==> src/quad_wiper_params.svh <==
// constants for the quad wiper command decoder: offsets, codes, reset values and timing
`ifndef QUAD_WIPER_PARAMS_SVH
`define QUAD_WIPER_PARAMS_SVH

// device address byte, upper nibble
`define ADDR_PATTERN 4'h5

// instruction opcodes, upper nibble of the instruction byte
`define OP_RD_WIPER 4'h9
`define OP_WR_WIPER 4'ha
`define OP_RD_STORED 4'hb
`define OP_WR_STORED 4'hc
`define OP_RECALL 4'hd
`define OP_SAVE 4'he
`define OP_GLOBAL_RECALL 4'h1
`define OP_GLOBAL_SAVE 4'h8
`define OP_STEP 4'h2

// fixed low fields that some instructions demand
`define SEL_ZERO 2'h0

// bit counter positions within one byte frame
`define LAST_BIT 4'h7
`define ACK_SLOT 4'h8
`define ACK_END 4'h9

// tap range and reset values
`define TAP_MAX 6'h3f
`define TAP_MIN 6'h00
`define WIPER_RESET 6'h00
`define STORED_INIT 6'h00
`define POWERUP_SLOT 2'h0
`define LAST_CHANNEL 2'h3

// non-volatile programming time, longest allowed
`define NV_PROG_TIME_MS 5
`define CLOCK_KHZ 250000
`define NV_PROG_CYCLES (`NV_PROG_TIME_MS * `CLOCK_KHZ)

`endif

==> src/quad_wiper_pkg.sv <==
// types shared by the quad wiper command decoder files
package quad_wiper_pkg;

  typedef logic [5:0] tap_t;

  typedef enum logic [2:0] {
    IDLE,
    ADDR,
    INSTR,
    DATA_WR,
    DATA_RD,
    STEP,
    IGNORE
  } state_e;

  typedef struct packed {
    logic start;
    logic stop;
    logic scl_rise;
    logic scl_fall;
    logic sda;
  } bus_ev_s;

  typedef struct packed {
    logic [3:0] op;
    logic [1:0] channel_sel;
    logic [1:0] slot_sel;
  } instr_s;

endpackage

==> src/stored_setting_mem.sv <==
// stored setting memory: one write port, one registered read port
`timescale 1ns/100ps
`default_nettype none
`include "quad_wiper_params.svh"

module stored_setting_mem #(
  parameter int WIDTH = 6,
  parameter int DEPTH = 16,
  parameter int AW = 4
) (
  // clock
  input wire logic clock_in,
  // write port
  input wire logic wr_en_in,
  input wire logic [AW-1:0] wr_addr_in,
  input wire logic [WIDTH-1:0] wr_data_in,
  // read port
  input wire logic [AW-1:0] rd_addr_in,
  output logic [WIDTH-1:0] rd_data_out
);

  // non-volatile contents: no reset, only a defined start value
  logic [WIDTH-1:0] mem_r [DEPTH] = '{default: WIDTH'(`STORED_INIT)};

  always_ff @(posedge clock_in) begin
    if (wr_en_in) begin
      mem_r[wr_addr_in] <= wr_data_in;
    end
    rd_data_out <= mem_r[rd_addr_in];
  end

endmodule
`default_nettype wire

==> src/bus_line_sampler.sv <==
// two-wire bus line sampler: start, stop and clock edge events
`timescale 1ns/100ps
`default_nettype none

module bus_line_sampler
  import quad_wiper_pkg::*;
(
  // clock and reset
  input wire logic clock_in,
  input wire logic rst_in,
  // bus lines, synchronous to clock_in
  input wire logic scl_in,
  input wire logic sda_in,
  // events, one-cycle pulses, plus the sampled sda level
  output bus_ev_s ev_out
);

  logic scl_r;
  logic sda_r;
  bus_ev_s ev_nxt;

  // lines idle high, so reset history high to avoid a false clock rise
  assign ev_nxt.start = scl_r && scl_in && sda_r && !sda_in;
  assign ev_nxt.stop = scl_r && scl_in && !sda_r && sda_in;
  assign ev_nxt.scl_rise = !scl_r && scl_in;
  assign ev_nxt.scl_fall = scl_r && !scl_in;
  assign ev_nxt.sda = sda_in;

  always_ff @(posedge clock_in) begin
    if (rst_in) begin
      scl_r <= 1'b1;
      sda_r <= 1'b1;
      ev_out <= '0;
    end else begin
      scl_r <= scl_in;
      sda_r <= sda_in;
      ev_out <= ev_nxt;
    end
  end

endmodule
`default_nettype wire

==> src/quad_wiper_command_decoder.sv <==
// quad wiper command decoder: two-wire command slave with wiper and stored settings
`timescale 1ns/100ps
`default_nettype none
`include "quad_wiper_params.svh"

module quad_wiper_command_decoder
  import quad_wiper_pkg::*;
#(
  parameter int PROG_CYCLES = `NV_PROG_CYCLES
) (
  // clock and reset
  input wire logic clock_in,
  input wire logic rst_in,
  // two-wire bus, open drain data
  input wire logic scl_in,
  input wire logic sda_in,
  output logic sda_level_out,
  output logic sda_oe_out,
  // address straps, bit 3 first on the wire
  input wire logic [3:0] strap_in,
  // wiper settings and status
  output var tap_t [3:0] wiper_out,
  output logic nv_busy_out
);

  localparam int CW = $clog2(PROG_CYCLES + 1);

  bus_ev_s ev;
  state_e state_r;
  state_e next_r;
  logic [3:0] cnt_r;
  logic [7:0] shift_r;
  logic [7:0] tx_r;
  logic ack_en_r;
  logic oe_r;
  logic step_up_r;
  instr_s instr_r;
  logic pend_r;
  logic pend_all_r;
  logic pend_host_r;
  logic [1:0] pend_ch_r;
  logic [1:0] pend_slot_r;
  tap_t pend_data_r;
  logic rcl_r;
  logic rcl_all_r;
  logic eng_on_r;
  logic eng_save_r;
  logic eng_host_r;
  logic [1:0] eng_idx_r;
  logic [1:0] eng_last_r;
  logic [1:0] eng_slot_r;
  logic rd_v_r;
  logic [1:0] rd_idx_r;
  logic [CW-1:0] prog_cnt_r;
  logic [CW-1:0] prog_cnt_nxt;
  logic busy_r;
  tap_t [3:0] wiper_r;
  tap_t [3:0] wiper_nxt;
  tap_t rd_data;

  bus_line_sampler u_sampler (
    .clock_in(clock_in),
    .rst_in(rst_in),
    .scl_in(scl_in),
    .sda_in(sda_in),
    .ev_out(ev)
  );

  // byte framing
  wire logic rx_state = (state_r == ADDR) || (state_r == INSTR) || (state_r == DATA_WR);
  wire logic [7:0] byte_w = {shift_r[6:0], ev.sda};
  wire logic byte_done = ev.scl_rise && rx_state && (cnt_r == `LAST_BIT);
  wire logic ack_start = ev.scl_fall && rx_state && (cnt_r == `ACK_SLOT);
  wire logic ack_end = ev.scl_fall && rx_state && (cnt_r == `ACK_END);
  wire logic rd_fall = ev.scl_fall && (state_r == DATA_RD);
  wire logic step_fall = ev.scl_fall && (state_r == STEP);

  // instruction decode of the byte just completed
  wire instr_s dec_w = instr_s'(byte_w);
  wire logic sel_zero = dec_w.slot_sel == `SEL_ZERO;
  wire logic ch_zero = dec_w.channel_sel == `SEL_ZERO;
  wire logic is_rdw = (dec_w.op == `OP_RD_WIPER) && sel_zero;
  wire logic is_wrw = (dec_w.op == `OP_WR_WIPER) && sel_zero;
  wire logic is_rds = dec_w.op == `OP_RD_STORED;
  wire logic is_wrs = dec_w.op == `OP_WR_STORED;
  wire logic is_rcl = dec_w.op == `OP_RECALL;
  wire logic is_sav = dec_w.op == `OP_SAVE;
  wire logic is_grcl = (dec_w.op == `OP_GLOBAL_RECALL) && ch_zero;
  wire logic is_gsav = (dec_w.op == `OP_GLOBAL_SAVE) && ch_zero;
  wire logic is_step = (dec_w.op == `OP_STEP) && sel_zero;
  wire logic instr_ok = is_rdw || is_wrw || is_rds || is_wrs || is_rcl || is_sav || is_grcl || is_gsav || is_step;

  // address match, refused while programming
  wire logic addr_ok = (byte_w[7:4] == `ADDR_PATTERN) && (byte_w[3:0] == strap_in) && !busy_r;

  wire state_e instr_next_w = (is_rdw || is_rds) ? DATA_RD :
                              (is_wrw || is_wrs) ? DATA_WR :
                              is_step ? STEP : IGNORE;
  wire state_e byte_next_w = (state_r == ADDR) ? (addr_ok ? INSTR : IGNORE) :
                             (state_r == INSTR) ? instr_next_w : IGNORE;
  wire logic byte_ack_w = (state_r == ADDR) ? addr_ok :
                          (state_r == INSTR) ? instr_ok : 1'b1;

  // read data: the stored word is already on the registered read port by the ack end
  wire tap_t tx_tap_w = (instr_r.op == `OP_RD_STORED) ? rd_data : wiper_r[instr_r.channel_sel];
  wire logic [7:0] tx_w = {2'h0, tx_tap_w};

  wire logic wr_wiper = byte_done && (state_r == DATA_WR) && (instr_r.op == `OP_WR_WIPER);
  wire logic wr_stored = byte_done && (state_r == DATA_WR) && (instr_r.op == `OP_WR_STORED);
  wire logic stop_prog = ev.stop && pend_r;

  // byte level sequencer
  always_ff @(posedge clock_in) begin
    if (rst_in) begin
      state_r <= IDLE;
      next_r <= IDLE;
      cnt_r <= 4'h0;
      shift_r <= 8'h00;
      tx_r <= 8'h00;
      ack_en_r <= 1'b0;
      oe_r <= 1'b0;
      step_up_r <= 1'b0;
      instr_r <= '0;
    end else if (ev.start) begin
      state_r <= ADDR;
      cnt_r <= 4'h0;
      oe_r <= 1'b0;
    end else if (ev.stop) begin
      state_r <= IDLE;
      cnt_r <= 4'h0;
      oe_r <= 1'b0;
    end else begin
      if (ev.scl_rise && rx_state && (cnt_r < `ACK_SLOT)) begin
        shift_r <= byte_w;
        cnt_r <= cnt_r + 4'h1;
      end
      if (byte_done) begin
        next_r <= byte_next_w;
        ack_en_r <= byte_ack_w;
        if (state_r == INSTR) begin
          instr_r <= dec_w;
        end
      end
      if (ev.scl_rise && (state_r == DATA_RD) && (cnt_r < `ACK_SLOT)) begin
        cnt_r <= cnt_r + 4'h1;
      end
      if (ev.scl_rise && (state_r == STEP)) begin
        step_up_r <= ev.sda;
      end
      if (ack_start) begin
        oe_r <= ack_en_r;
        cnt_r <= `ACK_END;
      end
      if (ack_end) begin
        cnt_r <= 4'h0;
        state_r <= next_r;
        // first read bit goes out on the same falling edge that ends the ack
        oe_r <= (next_r == DATA_RD) && !tx_w[7];
        tx_r <= {tx_w[6:0], 1'b0};
      end
      if (rd_fall) begin
        if (cnt_r == `ACK_SLOT) begin
          oe_r <= 1'b0; // host owns the ack slot after the data byte
          state_r <= IGNORE;
        end else begin
          oe_r <= !tx_r[7];
          tx_r <= {tx_r[6:0], 1'b0};
        end
      end
    end
  end

  // wiper updates: recall beats bus writes, which never overlap in practice
  always_comb begin
    wiper_nxt = wiper_r;
    if (rd_v_r) begin
      wiper_nxt[rd_idx_r] = rd_data;
    end else if (wr_wiper) begin
      wiper_nxt[instr_r.channel_sel] = byte_w[5:0];
    end else if (step_fall) begin
      if (step_up_r && (wiper_r[instr_r.channel_sel] != `TAP_MAX)) begin
        wiper_nxt[instr_r.channel_sel] = wiper_r[instr_r.channel_sel] + 6'h01;
      end else if (!step_up_r && (wiper_r[instr_r.channel_sel] != `TAP_MIN)) begin
        wiper_nxt[instr_r.channel_sel] = wiper_r[instr_r.channel_sel] - 6'h01;
      end
    end
  end

  always_ff @(posedge clock_in) begin
    if (rst_in) begin
      wiper_r <= {4{`WIPER_RESET}};
    end else begin
      wiper_r <= wiper_nxt;
    end
  end

  // stored writes wait here until stop
  always_ff @(posedge clock_in) begin
    if (rst_in) begin
      pend_r <= 1'b0;
      pend_all_r <= 1'b0;
      pend_host_r <= 1'b0;
      pend_ch_r <= 2'h0;
      pend_slot_r <= 2'h0;
      pend_data_r <= `STORED_INIT;
    end else if (ev.stop) begin
      pend_r <= 1'b0;
    end else if (byte_done && (state_r == INSTR) && (is_sav || is_gsav)) begin
      pend_r <= 1'b1;
      pend_all_r <= is_gsav;
      pend_host_r <= 1'b0;
      pend_ch_r <= dec_w.channel_sel;
      pend_slot_r <= dec_w.slot_sel;
    end else if (wr_stored) begin
      pend_r <= 1'b1;
      pend_all_r <= 1'b0;
      pend_host_r <= 1'b1;
      pend_ch_r <= instr_r.channel_sel;
      pend_slot_r <= instr_r.slot_sel;
      pend_data_r <= byte_w[5:0];
    end
  end

  // recall waits for the end of the instruction acknowledge
  always_ff @(posedge clock_in) begin
    if (rst_in) begin
      rcl_r <= 1'b0;
      rcl_all_r <= 1'b0;
    end else if (ev.start || ev.stop || ack_end) begin
      rcl_r <= 1'b0;
    end else if (byte_done && (state_r == INSTR) && (is_rcl || is_grcl)) begin
      rcl_r <= 1'b1;
      rcl_all_r <= is_grcl;
    end
  end

  // copy engine: walks one or all channels, one per cycle; reset runs a power-up recall of slot 0
  always_ff @(posedge clock_in) begin
    if (rst_in) begin
      eng_on_r <= 1'b1;
      eng_save_r <= 1'b0;
      eng_host_r <= 1'b0;
      eng_idx_r <= 2'h0;
      eng_last_r <= `LAST_CHANNEL;
      eng_slot_r <= `POWERUP_SLOT;
    end else if (eng_on_r) begin
      eng_on_r <= eng_idx_r != eng_last_r;
      eng_idx_r <= eng_idx_r + 2'h1;
    end else if (stop_prog) begin
      eng_on_r <= 1'b1;
      eng_save_r <= 1'b1;
      eng_host_r <= pend_host_r;
      eng_idx_r <= pend_all_r ? 2'h0 : pend_ch_r;
      eng_last_r <= pend_all_r ? `LAST_CHANNEL : pend_ch_r;
      eng_slot_r <= pend_slot_r;
    end else if (ack_end && rcl_r) begin
      eng_on_r <= 1'b1;
      eng_save_r <= 1'b0;
      eng_host_r <= 1'b0;
      eng_idx_r <= rcl_all_r ? 2'h0 : instr_r.channel_sel;
      eng_last_r <= rcl_all_r ? `LAST_CHANNEL : instr_r.channel_sel;
      eng_slot_r <= instr_r.slot_sel;
    end
  end

  always_ff @(posedge clock_in) begin
    if (rst_in) begin
      rd_v_r <= 1'b0;
      rd_idx_r <= 2'h0;
    end else begin
      rd_v_r <= eng_on_r && !eng_save_r;
      rd_idx_r <= eng_idx_r;
    end
  end

  wire logic mem_we = eng_on_r && eng_save_r;
  wire tap_t mem_wdata = eng_host_r ? pend_data_r : wiper_r[eng_idx_r];
  wire logic [3:0] mem_waddr = {eng_idx_r, eng_slot_r};
  wire logic [3:0] mem_raddr = (eng_on_r && !eng_save_r) ? {eng_idx_r, eng_slot_r} :
                                                            {instr_r.channel_sel, instr_r.slot_sel};

  stored_setting_mem #(
    .WIDTH(6),
    .DEPTH(16),
    .AW(4)
  ) u_mem (
    .clock_in(clock_in),
    .wr_en_in(mem_we),
    .wr_addr_in(mem_waddr),
    .wr_data_in(mem_wdata),
    .rd_addr_in(mem_raddr),
    .rd_data_out(rd_data)
  );

  // programming time: the words land at once, busy covers the cell's worst case
  assign prog_cnt_nxt = stop_prog ? CW'(PROG_CYCLES) :
                        (prog_cnt_r != '0) ? prog_cnt_r - CW'(1) : '0;

  always_ff @(posedge clock_in) begin
    if (rst_in) begin
      prog_cnt_r <= '0;
      busy_r <= 1'b0;
    end else begin
      prog_cnt_r <= prog_cnt_nxt;
      busy_r <= prog_cnt_nxt != '0;
    end
  end

  // open drain: only ever pulls low
  assign sda_level_out = 1'b0;
  assign sda_oe_out = oe_r;
  assign wiper_out = wiper_r;
  assign nv_busy_out = busy_r;

endmodule
`default_nettype wire

==> config.mk <==
export PLATFORM = sky130hd
export DESIGN_NAME = quad_wiper_command_decoder
export DESIGN_NICKNAME = d
export VERILOG_FILES = /design/src/quad_wiper_pkg.sv /design/src/stored_setting_mem.sv /design/src/bus_line_sampler.sv /design/src/quad_wiper_command_decoder.sv
export VERILOG_INCLUDE_DIRS = /design/src
export SDC_FILE = /design/constraint.sdc
export NUM_CORES = 1
export LEC_CHECK = 0
export BUFFER_PORTS_ARGS = -buffer_cell sky130_fd_sc_hd__buf_4
export CAP_MARGIN = 20
export CORE_MARGIN = 2
export CORE_UTILIZATION = 50
export DETAILED_ROUTE_END_ITERATION = 7
export PLACE_DENSITY_LB_ADDON = 0.15
export REMOVE_ABC_BUFFERS = 1
export SETUP_SLACK_MARGIN = 0.3
export SLEW_MARGIN = 20
export SYNTH_ARGS = -nofsm -noshare
export SYNTH_HDL_FRONTEND = slang
export SYNTH_SLANG_ARGS = --single-unit
==> constraint.sdc <==
create_clock -name clock_in -period 2.4 [get_ports clock_in]
set_input_delay 0.24 -clock clock_in [delete_from_list [all_inputs] [get_ports clock_in]]
set_output_delay 0.24 -clock clock_in [all_outputs]
set_load 0.005 [all_outputs]
### After elaboration in Yosys (flattened, before gate mapping)

Memory sizes are Yosys's and may differ from the RTL's. A register that Yosys moved wholly into a read port is not among the register bits.
Cells that the tools add are included.

* magnitude comparators: 6
* mux-type cells: 73
* bitwise logic cells: 5
* reduce and logical (&&, ||, !) cells: 91
* equality and inequality tests: 25
* add/subtract/negate cells: 5

Operators with widths (number)
* $mux 24: 5
* $bwmux 24: 4
* $eq 4x4->1 const B: 12
* $mux 21: 2
* $reduce_bool 21->1: 2
* $logic_and 1x1->1: 39
* $mux 6: 6
* $mux 2: 16
* $bmux 6 s2: 2
* $demux 6 s2: 2
* $mux 3: 8
* $mux 8: 3
* $mux 1: 21
* $sub 21x1->21 const B: 1
* $logic_or 1x1->1: 16
* $mux 4: 4
* $reduce_and 3->1: 4
* $reduce_bool 3->1: 4
* $reduce_and 2->1: 5
* $eq 3x3->1 const B: 3
* $lt 2x3->1 const B: 3
* $eq 4x3->1 const B: 2
* $logic_not 1->1: 8
* $add 6x1->6 const B: 1
* other kinds (22): 32

* output and inout port bits: 27
* memories kept: 1
* bits of input ports: 8
* register bits after elaboration: 116
* word-level logic and storage cells: 248
* memory bits (writable): 96

Memories
* u_mem.mem_r: words 16, bits a word 6, rd ports 1, clocked after Yosys merged registers in 1, write ports 1, line stored_setting_mem.sv:23 `` logic [WIDTH-1:0] mem_r [DEPTH] = '{default: WIDTH'(`STORED_INIT)}; ``

### Logic depth before layout (Yosys ltp)

Gate-level depths: netlist of run 1.

* depth in word-level cells: 12
* mapped depth: 10
* depth with buffers taken out: 9

### Modules after synthesis

A second synthesis of run 1 with hierarchy kept.

* cells, all modules: 925
* area total of the unflattened synthesis: 10312.4 µm²

Modules (own cells, without submodules)
* quad_wiper_command_decoder: sequential area each 2182.1 µm², instances 1, cells each 732, area an instance 6195.9 µm²
* stored_setting_mem: sequential area each 3002.9 µm², instances 1, cells each 178, area an instance 3895.0 µm²
* bus_line_sampler: sequential area each 140.1 µm², instances 1, cells each 15, area an instance 221.5 µm²

### Worst setup path before layout of run 1

Ideal clock, no wire load.

* path type: reg2reg
* start point: reg instr_r[3] in the netlist's numbering
* end point: reg wiper_r (netlist bit wiper_out[14])
* stages on the path, launching flop included: 10
* library setup time: 0.119 ns
* data required time: 2.281 ns
* clock period less this slack: 2.403 ns
* data arrival time: 2.284 ns
* path buffers: 2
* path slack: -0.003 ns
* cells stage by stage: dfxtp_1 buf_6 mux4_2 inv_1 ha_1 nand4b_1 a311oi_2 a21oi_1 buf_4 o221a_2

* longest elaborated chain between the ends: 10
* elaborated cells between the ends (all ways): 23
* classes of those cells: add/sub (2); order compare (2); eq/ne (1); mux (12); reduce/logical (6)

RTL lines
* start: declaration: line quad_wiper_command_decoder.sv:37 `instr_s instr_r;`
* start signal: assignment: line quad_wiper_command_decoder.sv:141 `instr_r <= dec_w;`
* branches (longest 10 deep; another with $sub 6x1->6)
* end signal: assignment: line quad_wiper_command_decoder.sv:191 `` wiper_r <= {4{`WIPER_RESET}}; ``
* end signal: assignment: line quad_wiper_command_decoder.sv:193 `wiper_r <= wiper_nxt;`
* end: declaration: line quad_wiper_command_decoder.sv:57 `tap_t [3:0] wiper_r;`

Parallel ways; which one is timed is not known. The select of a mux whose other input is x is not followed.
A chain may end at the register's enable or synchronous reset.

### Final worst setup path of run 1

* start point: reg instr_r[3] in the netlist's numbering
* end point: reg wiper_r (netlist bit wiper_out[21])

The elaborated chain is that of the path after synthesis.

==> flow_metrics.tcl, run 1 <==
set metrics [dict create \
    status "complete, but fails checks" \
    failed_checks "setup timing" \
    synthMuxAreaShare_pct 12.5 \
    synth-xor-area-share_pct 2.14 \
    cts_root_buf "clkbuf_16" \
    yosysWarnings 0 \
    avgSynthCellArea_um2 10.8 \
    cp-end-kind "register" \
    design_power_total_mw 10.8 \
    grt_overflow 0 \
    finalSetupViolCount 24 \
    vias 7954 \
    cp-start-kind "register" \
    fmax_mhz 391 \
    ys_types 78 \
    worst_pin_slew_ns 0.765 \
    clock_skew_ns 0.0120 \
    worstSkewPairLatency_ns 0.52 \
    grt_busiest_layer "met2" \
    drtPass1Iterations 5 \
    start_util_pct 50.7 \
    cts_tree "done" \
    layout_commonest_cell "nor2_1" \
    whs_endpoint "tx_r[4]$_SDFFE_PP0P_" \
    io_buffers 33 \
    max-clock-path-buffers 3 \
    ys_seq_area_share_pct 52.1 \
    p_per_area_mw_per_mm2 852 \
    nets 1076 \
    antenna_cells 0 \
    syn_inst 944 \
    hold_depth 2 \
    worstHoldStart "rst_in" \
    antenna_found_initial 0 \
    yosys.area_share.simple_pct 17.4 \
    path_max_fanout 5 \
    r2r_end "wiper_out[21]$_SDFFE_PP0P_" \
    grt_setup_unrepaired "yes" \
    std_cell_rows 52 \
    finalHoldViolations 0 \
    die_w_um 147 \
    critPathKind "reg2reg" \
    setup-tns-final_ns -2.75 \
    r2r_slack_ns -0.16 \
    hold_class "in2reg" \
    period_needed_ns 2.56 \
    cp.required_ns 2.80 \
    grt_max_degree 58 \
    clk_pin_slew_worst_paths_ns 0.06 \
    die_area_mm2 0.0216 \
    grt_pass1_vias 7539 \
    met3_usage_pct 4.32 \
    synth_fa_ha_area_share_pct 1.22 \
    postLayoutSetupSlackWorst_ns -0.159 \
    cts.sinks 218 \
    cts_made_buffers 24 \
    fp.coreArea_mm2 0.0202 \
    synthFlopType "dfxtp_1" \
    totalWireLength_mm 26.9 \
    drc 0 \
    first_iter_violations 591 \
    synth.cell_area_mm2 0.0102 \
    grtUsageMet1_pct 34.1 \
    final_cell_mix "nor2_1, buf_4, dfxtp_1, edfxtp_1, nand2_1" \
    utilization_pct 62.8 \
    reg2reg_from "instr_r[3]$_SDFFE_PP0P_" \
    dp_hpwl_mm 18.1 \
    post_drt_wl_per_cell_um 20.0 \
    ys_seq_elements 218 \
    maxSlewViolCount 0 \
    gp_congestion 0.927 \
    grt_pass1_wl_mm 42.1 \
    p_leak_nw 4.69 \
    reg2reg_depth 13 \
    fin_crit_sh_pct 107 \
    synth_top_family_by_area "simple AND/OR/NAND/NOR gates" \
    drive_above_1_share_pct 28.2 \
    cts.htree.levels 1 \
    area_growth_pct 23.8 \
    die_height_um 147 \
    ant_nets 0 \
    max-vdd-ir-drop_mv 0.537 \
    viasPerCell 5.91 \
    critical_path_arrival_ns 2.95 \
    synth_compound_area_share_pct 11.5 \
    async_flop_share_pct 0 \
    grtUsageTotal_pct 24.6 \
    synth_edf_count 96 \
    slew_headroom_pct 49.0 \
    io_pins 35 \
    maxCapViolCount 0 \
    use_met2_pct 38.1 \
]
==> routing by layer <==
metal | up-vias | share of wire [%]
met4 | 0 | 5.3
li1 | 3729 | -
met2 | 319 | 45
met5 | - | 0
met3 | 94 | 6.6
met1 | 3812 | 43
==> critical path, cell delays in order, from the launching register on <==
cell and delay, ns:
dfxtp_4 0.38, mux4_2 0.54, buf_6 0.15, inv_4 0.05, ha_4 0.13, nand4b_1 0.12
buf_4 0.17, a311oi_2 0.28, buf_4 0.19, buf_6 0.11, a21oi_4 0.04, buf_6 0.14
nor2_2 0.10, nor3_1 0.05
==> synthesized netlist by cell type, types with 7 or more instances <==
| library cell | n | share of area (%) |
|---|---|---|
| edfxtp_1 | 96 | 28 |
| ha_1 | 10 | 1.2 |
| nor3b_1 | 11 | 0.81 |
| nor2b_1 | 15 | 0.92 |
| nor2_1 | 140 | 5.1 |
| a211oi_1 | 24 | 1.8 |
| nand4_1 | 7 | 0.43 |
| inv_1 | 17 | 0.62 |
| nor4_1 | 7 | 0.43 |
| dfxtp_1 | 122 | 24 |
| nor3_1 | 36 | 1.8 |
| a31oi_1 | 8 | 0.49 |
| clkbuf_1 | 44 | 1.6 |
| nand3_1 | 27 | 1.3 |
| nand2_1 | 65 | 2.4 |
| a21oi_1 | 55 | 2.7 |
| mux2i_1 | 32 | 3.1 |
| o21ai_0 | 16 | 0.78 |
| xor2_1 | 11 | 0.94 |
| mux4_2 | 35 | 7.7 |
| buf_4 | 7 | 0.51 |
| mux2_2 | 10 | 1.1 |
| and3_1 | 8 | 0.49 |
| a22oi_1 | 9 | 0.66 |
| nand2b_1 | 12 | 0.73 |
| xnor2_1 | 14 | 1.2 |
==> power by group <==
group | leakage [nW] | switching, mW | internal, mW
sequential | 1.88 | 0.300 | 4.14
combinational | 2.44 | 1.42 | 1.32
clock | 0.372 | 1.45 | 2.16
==> cell families after synthesis <==
| group | count (synthesis) |
|---|---|
| adders and majority gates | 10 |
| muxes | 79 |
| xor gates and xnor gates | 25 |
| DFF | 218 |
| buffers and inverters | 76 |
| other | 1 |
| and+or+nand+nor | 366 |
| AOI/OAI and AO/OA | 169 |
==> repair_timing <==
action / in CTS / in global routing
cloned: 1 / 2
endpoints found under the setup margin: 31 / 51
hold buffers: 2 / 0
hold endpoints to repair: 5 / 0
pin swaps: 18 / 15
setup buffers: 10 / 6
resized for setup: 60 / 43
==> through the flow <==
step | instances | hold slack [ns] | area, um2 | worst slack (ns)
3_3_place_gp | 1281 | 0.398 | 11300 | -0.118
3_5_place_dp | 1281 | 0.411 | 11300 | -0.206
2_1_floorplan | 885 | 0.307 | 9970 | -0.726
6_report | 1345 | 0.123 | 12700 | -0.159
4_1_cts | 1337 | 0.104 | 12400 | -0.123
5_1_grt | 1345 | 0.138 | 12700 | -0.209
==> final cells by class <==
type / instances / area, um2
fillers: 1612 / 7500
flip-flops and latches: 218 / 5330
multi-input cells: 650 / 4920
repair buffers: 147 / 1230
clock buffers: 29 / 619
well taps: 270 / 338
clock inverters: 14 / 155
inverters: 17 / 68.8
==> state kept, by name, indices dropped and copies added, names as in the netlist, 2 cells and up <==
register	count
pend_ch_r	2
next_r	3
prog_cnt_r	21
wiper_out	24
tx_r	8
pend_data_r	6
eng_idx_r	2
eng_last_r	2
instr_r	8
pend_slot_r	2
u_sampler.ev_out	5
shift_r	7
u_mem.mem_r	96
cnt_r	4
u_mem.rd_data_out	6
eng_slot_r	2
rd_idx_r	2
state_r	3
==> worst max path at each step <==
stage | slack (ns) | end | cells after the start | startpoint
5_1_grt | -0.21 | wiper_out[21]$_SDFFE_PP0P_ | 13 | instr_r[3]$_SDFFE_PP0P_
2_1_floorplan | -0.73 | u_mem.rd_data_out[0]$_DFF_P_ | 6 | eng_on_r$_SDFF_PP1_
3_5_place_dp | -0.21 | wiper_out[17]$_SDFFE_PP0P_ | 8 | instr_r[3]$_SDFFE_PP0P_
6_report | -0.16 | wiper_out[21]$_SDFFE_PP0P_ | 13 | instr_r[3]$_SDFFE_PP0P_
3_3_place_gp | -0.12 | wiper_out[1]$_SDFFE_PP0P_ | 9 | instr_r[3]$_SDFFE_PP0P_
4_1_cts | -0.12 | wiper_out[11]$_SDFFE_PP0P_ | 8 | instr_r[3]$_SDFFE_PP0P_
(Power assumes the default switching activity.)
==> inputs of run 2 (changes only) <==
--- a/config.mk
+++ b/config.mk
@@ -6,11 +6,11 @@
 export SDC_FILE = /design/constraint.sdc
 export NUM_CORES = 1
 export LEC_CHECK = 0
-export BUFFER_PORTS_ARGS = -buffer_cell sky130_fd_sc_hd__buf_4
 export CAP_MARGIN = 20
 export CORE_MARGIN = 2
 export CORE_UTILIZATION = 50
 export DETAILED_ROUTE_END_ITERATION = 7
+export DONT_BUFFER_PORTS = 1
 export PLACE_DENSITY_LB_ADDON = 0.15
 export REMOVE_ABC_BUFFERS = 1
 export SETUP_SLACK_MARGIN = 0.3
==> flow_metrics.tcl, run 2 (synthesized netlist as in run 1, its figures left out) <==
set metrics [dict create \
    period_needed_ns 2.53 \
    finalHoldViolations 0 \
    viasPerCell 5.90 \
    cts.sinks 218 \
    cp-end-kind "register" \
    whs_ns 0.101 \
    layout_commonest_cell "nor2_1" \
    grt_max_degree 73 \
    antenna_cells 0 \
    cts.htree.levels 1 \
    n_fill_cell 1623 \
    nets 1067 \
    io_buffers 0 \
    cts_made_buffers 25 \
    grt_overflow 0 \
    p_leak_nw 4.67 \
    finalSetupViolCount 11 \
    area_growth_pct 23.7 \
    first_iter_violations 536 \
    cp_slowest_cell "mux4_2" \
    cp-start-kind "register" \
    path_max_fanout 4 \
    totalWireLength_mm 27.3 \
    drive_above_1_share_pct 27.5 \
    utilization_pct 62.7 \
    grt_setup_unrepaired "yes" \
    final_cell_mix "nor2_1, dfxtp_1, buf_4, edfxtp_1, nand2_1" \
    io_pins 35 \
    grt_pass1_vias 7716 \
    postLayoutSetupSlackWorst_ns -0.132 \
    drc 0 \
    maxSlewViolCount 0 \
    status "complete, but fails checks" \
    max-vdd-ir-drop_mv 0.655 \
    worst_pin_slew_ns 0.669 \
    vias 7884 \
    ant_nets 0 \
    cts_root_buf "clkbuf_16" \
    gp_congestion 0.914 \
    critPathKind "reg2reg" \
    failed_checks "setup timing" \
    die_area_mm2 0.0216 \
    maxCapViolCount 0 \
    std_cell_rows 52 \
    start_util_pct 50.7 \
    slew_headroom_pct 55.2 \
    die_height_um 147 \
    top_register "u_mem.mem_r" \
    cp_slowest_stage_delay_ns 0.57 \
    crit_chain "mux4_2, or3_4, nor3b_4, nor3_2, o31ai_4, buf_4, a21oi_2, a211oi_2" \
    dp_hpwl_mm 18.1 \
    max-clock-path-buffers 3 \
    largest_reg_flops 96 \
    post_drt_wl_per_cell_um 20.5 \
    cts_tree "done" \
    worstSkewPairLatency_ns 0.53 \
    hold_class "in2reg" \
    fp.coreArea_mm2 0.0202 \
    fin_crit_sh_pct 105 \
    drtPass1Iterations 5 \
    clock_skew_ns 0.0131 \
    antenna_found_initial 0 \
    p_per_area_mw_per_mm2 858 \
    critical_path_arrival_ns 2.98 \
    grt_pass1_wl_mm 42.6 \
    fmax_mhz 395 \
    clk_pin_slew_worst_paths_ns 0.06 \
    grtUsageTotal_pct 25.0 \
    die_w_um 147 \
    cp.required_ns 2.85 \
]
[run 2: metrics by stage]
step           power (mW)  instances  instance area (um2)  setup WS [ns]  TNS, ns
6_report             10.9       1336                12600         -0.132   -0.617
5_1_grt              11.4       1336                12600         -0.185    -2.25
4_1_cts              10.6       1325                12200        0.00532        0
3_5_place_dp         6.89       1261                11100         -0.228    -2.62
3_3_place_gp         6.86       1261                11100         -0.106   -0.864
2_1_floorplan        6.06        885                 9970         -0.726   -10.73
[run 2: final cells by class]
| type | count | area (um2) | share of cell area, % |
|---|---|---|---|
| multi-input combinational | 650 | 4920 | 38.9 |
| inverter | 17 | 63.8 | 0.504 |
| timing repair buffer | 137 | 1210 | 9.59 |
| tap | 270 | 338 | 2.67 |
| sequential | 218 | 5340 | 42.2 |
| clock inverter | 15 | 138 | 1.09 |
| clock buffer | 29 | 641 | 5.06 |
[run 2: routing by layer]
layer  routed length [um]  global-route usage, %  share of wire, %
met1                11800                   33.7                43
met2                13000                   41.6                48
met3                 1570                   3.63               5.7
met4                  992                   9.18               3.6
met5                    0                      0                 0
[run 2: final timing paths]
path | slack, ns | to | startpoint | cells after the start
max | -0.13 | wiper_out[17]$_SDFFE_PP0P_ | instr_r[3]$_SDFFE_PP0P_ | 8
min | 0.10 | tx_r[5]$_SDFFE_PP0P_ | rst_in | 2
max reg2reg | -0.13 | wiper_out[17]$_SDFFE_PP0P_ | instr_r[3]$_SDFFE_PP0P_ | 8
min reg2reg | 0.41 | u_sampler.ev_out[3]$_SDFF_PP0_ | u_sampler.sda_r$_SDFF_PP1_ | 1
[run 2: power by group]
part | internal, mW | switching, mW | total, mW
clock network | 2.13 | 1.52 | 3.65
logic | 1.34 | 1.44 | 2.78
registers | 4.14 | 0.293 | 4.43
total | 7.60 | 3.25 | 10.9
[run 2: what timing repair did]
action	in CTS	in global routing
cloned	0	2
hold buffers	15	0
resized for setup	28	77
pin swaps	12	17
setup buffers	5	9
endpoints found under the hold margin	88	0
endpoints found under the setup margin	31	57
[run 2: critical path: cells and delay by family (launching register included)]
kind	cells	cell delay, ns
flip-flops	1	0.38
AND/OR/NAND/NOR	3	0.76
AO/OA/AOI/OAI	3	0.56
buffers and inverters	1	0.19
multiplexers	1	0.57
==> inputs of run 3 (changes only) <==
--- a/config.mk
+++ b/config.mk
@@ -9,6 +9,7 @@
 export CAP_MARGIN = 20
 export CORE_MARGIN = 2
 export CORE_UTILIZATION = 50
+export CTS_BUF_LIST = sky130_fd_sc_hd__clkbuf_4 sky130_fd_sc_hd__clkbuf_8
 export DETAILED_ROUTE_END_ITERATION = 7
 export DONT_BUFFER_PORTS = 1
 export PLACE_DENSITY_LB_ADDON = 0.15
==> flow_metrics.tcl, run 3 (synthesized netlist as in run 1, its figures left out) <==
set metrics [dict create \
    status "complete, but fails checks" \
    failed_checks "setup timing" \
    drtPass1Iterations 5 \
    worstSkewPairLatency_ns 0.54 \
    grt_setup_unrepaired "yes" \
    cp.required_ns 2.85 \
    grt_overflow 0 \
    max-vdd-ir-drop_mv 0.486 \
    first_iter_violations 480 \
    power_frac_comb_pct 26.6 \
    vias 7891 \
    drc 0 \
    slew_headroom_pct 55.7 \
    antenna_cells 0 \
    p_leak_nw 4.61 \
    p_per_area_mw_per_mm2 849 \
    place_ws_ns -0.228 \
    clock_skew_ns 0.0389 \
    clkPwrFrac_pct 31.5 \
    cts.htree.levels 2 \
    nets 1073 \
    cts_root_buf "clkbuf_8" \
    grtUsageTotal_pct 24.8 \
    hold_class "in2reg" \
    finalHoldViolations 0 \
    worst_pin_slew_ns 0.662 \
    p_int_mw 7.37 \
    power_switching_mw 3.21 \
    critPathKind "reg2reg" \
    viasPerCell 5.85 \
    die_height_um 147 \
    io_pins 35 \
    grt_pass1_wl_mm 42.0 \
    io_buffers 0 \
    switching_share_pct 30.4 \
    max-clock-path-buffers 3 \
    die_area_mm2 0.0216 \
    period_needed_ns 2.61 \
    largest_reg_flops 96 \
    finalSetupViolCount 20 \
    post_drt_wl_per_cell_um 19.9 \
    dp_hpwl_mm 18.1 \
    cts_tree "done" \
    cp-end-kind "register" \
    top_register "u_mem.mem_r" \
    area_growth_pct 21.9 \
    seq_power_share_pct 41.9 \
    n_fill_cell 1660 \
    clk_pin_slew_worst_paths_ns 0.07 \
    totalWireLength_mm 26.9 \
    path_max_fanout 4 \
    std_cell_rows 52 \
    design_power_total_mw 10.6 \
    drive_above_1_share_pct 28.6 \
    cts.sinks 218 \
    fmax_mhz 383 \
    grt_max_degree 84 \
    layout_commonest_cell "nor2_1" \
    maxCapViolCount 0 \
    gp_congestion 0.914 \
    start_util_pct 50.7 \
    fin_crit_sh_pct 109 \
    maxSlewViolCount 0 \
    whs_ns 0.0904 \
    final_cell_mix "nor2_1, dfxtp_1, buf_4, edfxtp_1, nand2_1" \
    setup-tns-final_ns -2.35 \
    cp-start-kind "register" \
    cts_made_buffers 38 \
    die_w_um 147 \
    critical_path_arrival_ns 3.06 \
    fp.coreArea_mm2 0.0202 \
    antenna_found_initial 0 \
    postLayoutSetupSlackWorst_ns -0.209 \
    ant_nets 0 \
    grt_pass1_vias 7704 \
]
## run 3: path summary, 6_finish.rpt
kind | startpoint | to | slack, ns | cells past startpoint
setup reg to reg | instr_r[3]$_SDFFE_PP0P_ | wiper_out[11]$_SDFFE_PP0P_ | -0.21 | 8
setup / recovery | instr_r[3]$_SDFFE_PP0P_ | wiper_out[11]$_SDFFE_PP0P_ | -0.21 | 8
hold reg to reg | u_sampler.sda_r$_SDFF_PP1_ | u_sampler.ev_out[3]$_SDFF_PP0_ | 0.41 | 1
hold / removal | rst_in | tx_r[7]$_SDFFE_PP0P_ | 0.09 | 2
## run 3: power groups by stage
stage | clock network (mW) | registers, mW | logic (mW)
after floorplan | 0 | 4.42 | 1.63
after global placement | 0 | 4.47 | 2.39
after detailed placement | 0 | 4.47 | 2.41
after CTS | 3.41 | 4.40 | 2.51
after global routing | 3.59 | 4.46 | 3.10
final | 3.33 | 4.43 | 2.82
## run 3: cell type report
class	count	area [um2]	share of cell area (%)
sequential	218	5340	42.8
multi-input combinational	650	4890	39.2
timing repair buffer	130	1100	8.81
clock buffer	57	697	5.59
tap	270	338	2.71
inverter	17	63.8	0.512
clock inverter	7	42.5	0.341
## run 3: timing repair
item | in CTS | in global routing
endpoints found under the setup margin | 31 | 50
resized for setup | 18 | 66
endpoints found under the hold margin | 88 | 0
setup buffers | 4 | 14
pin swaps | 2 | 29
cloned | 0 | 1
hold buffers | 5 | 0
## run 3: critical path: stages, from the launching register on
cell and delay [ns]:
dfxtp_4 0.38, mux4_2 0.56, or3_4 0.43, nor3b_4 0.22, nor3_2 0.10, o31ai_4 0.39
buf_4 0.18, a32oi_2 0.05, a211oi_2 0.20
## run 3: metal layers
metal  part of all wire (%)  wire length (um)  global-route usage, %
met1                     43             11700                   33.2
met2                     47             12600                   40.5
met3                    6.4              1730                   4.19
met4                    3.2               848                   10.1
met5                      0                 0                      0
## run 3: through the flow
stage                     util (%)  cells  cell area [um2]
after floorplan                  -    885             9970
after global placement        55.3   1261            11100
after detailed placement      55.3   1261            11100
after CTS                     59.7   1334            12000
after global routing          61.8   1349            12500
final                         61.8   1349            12500
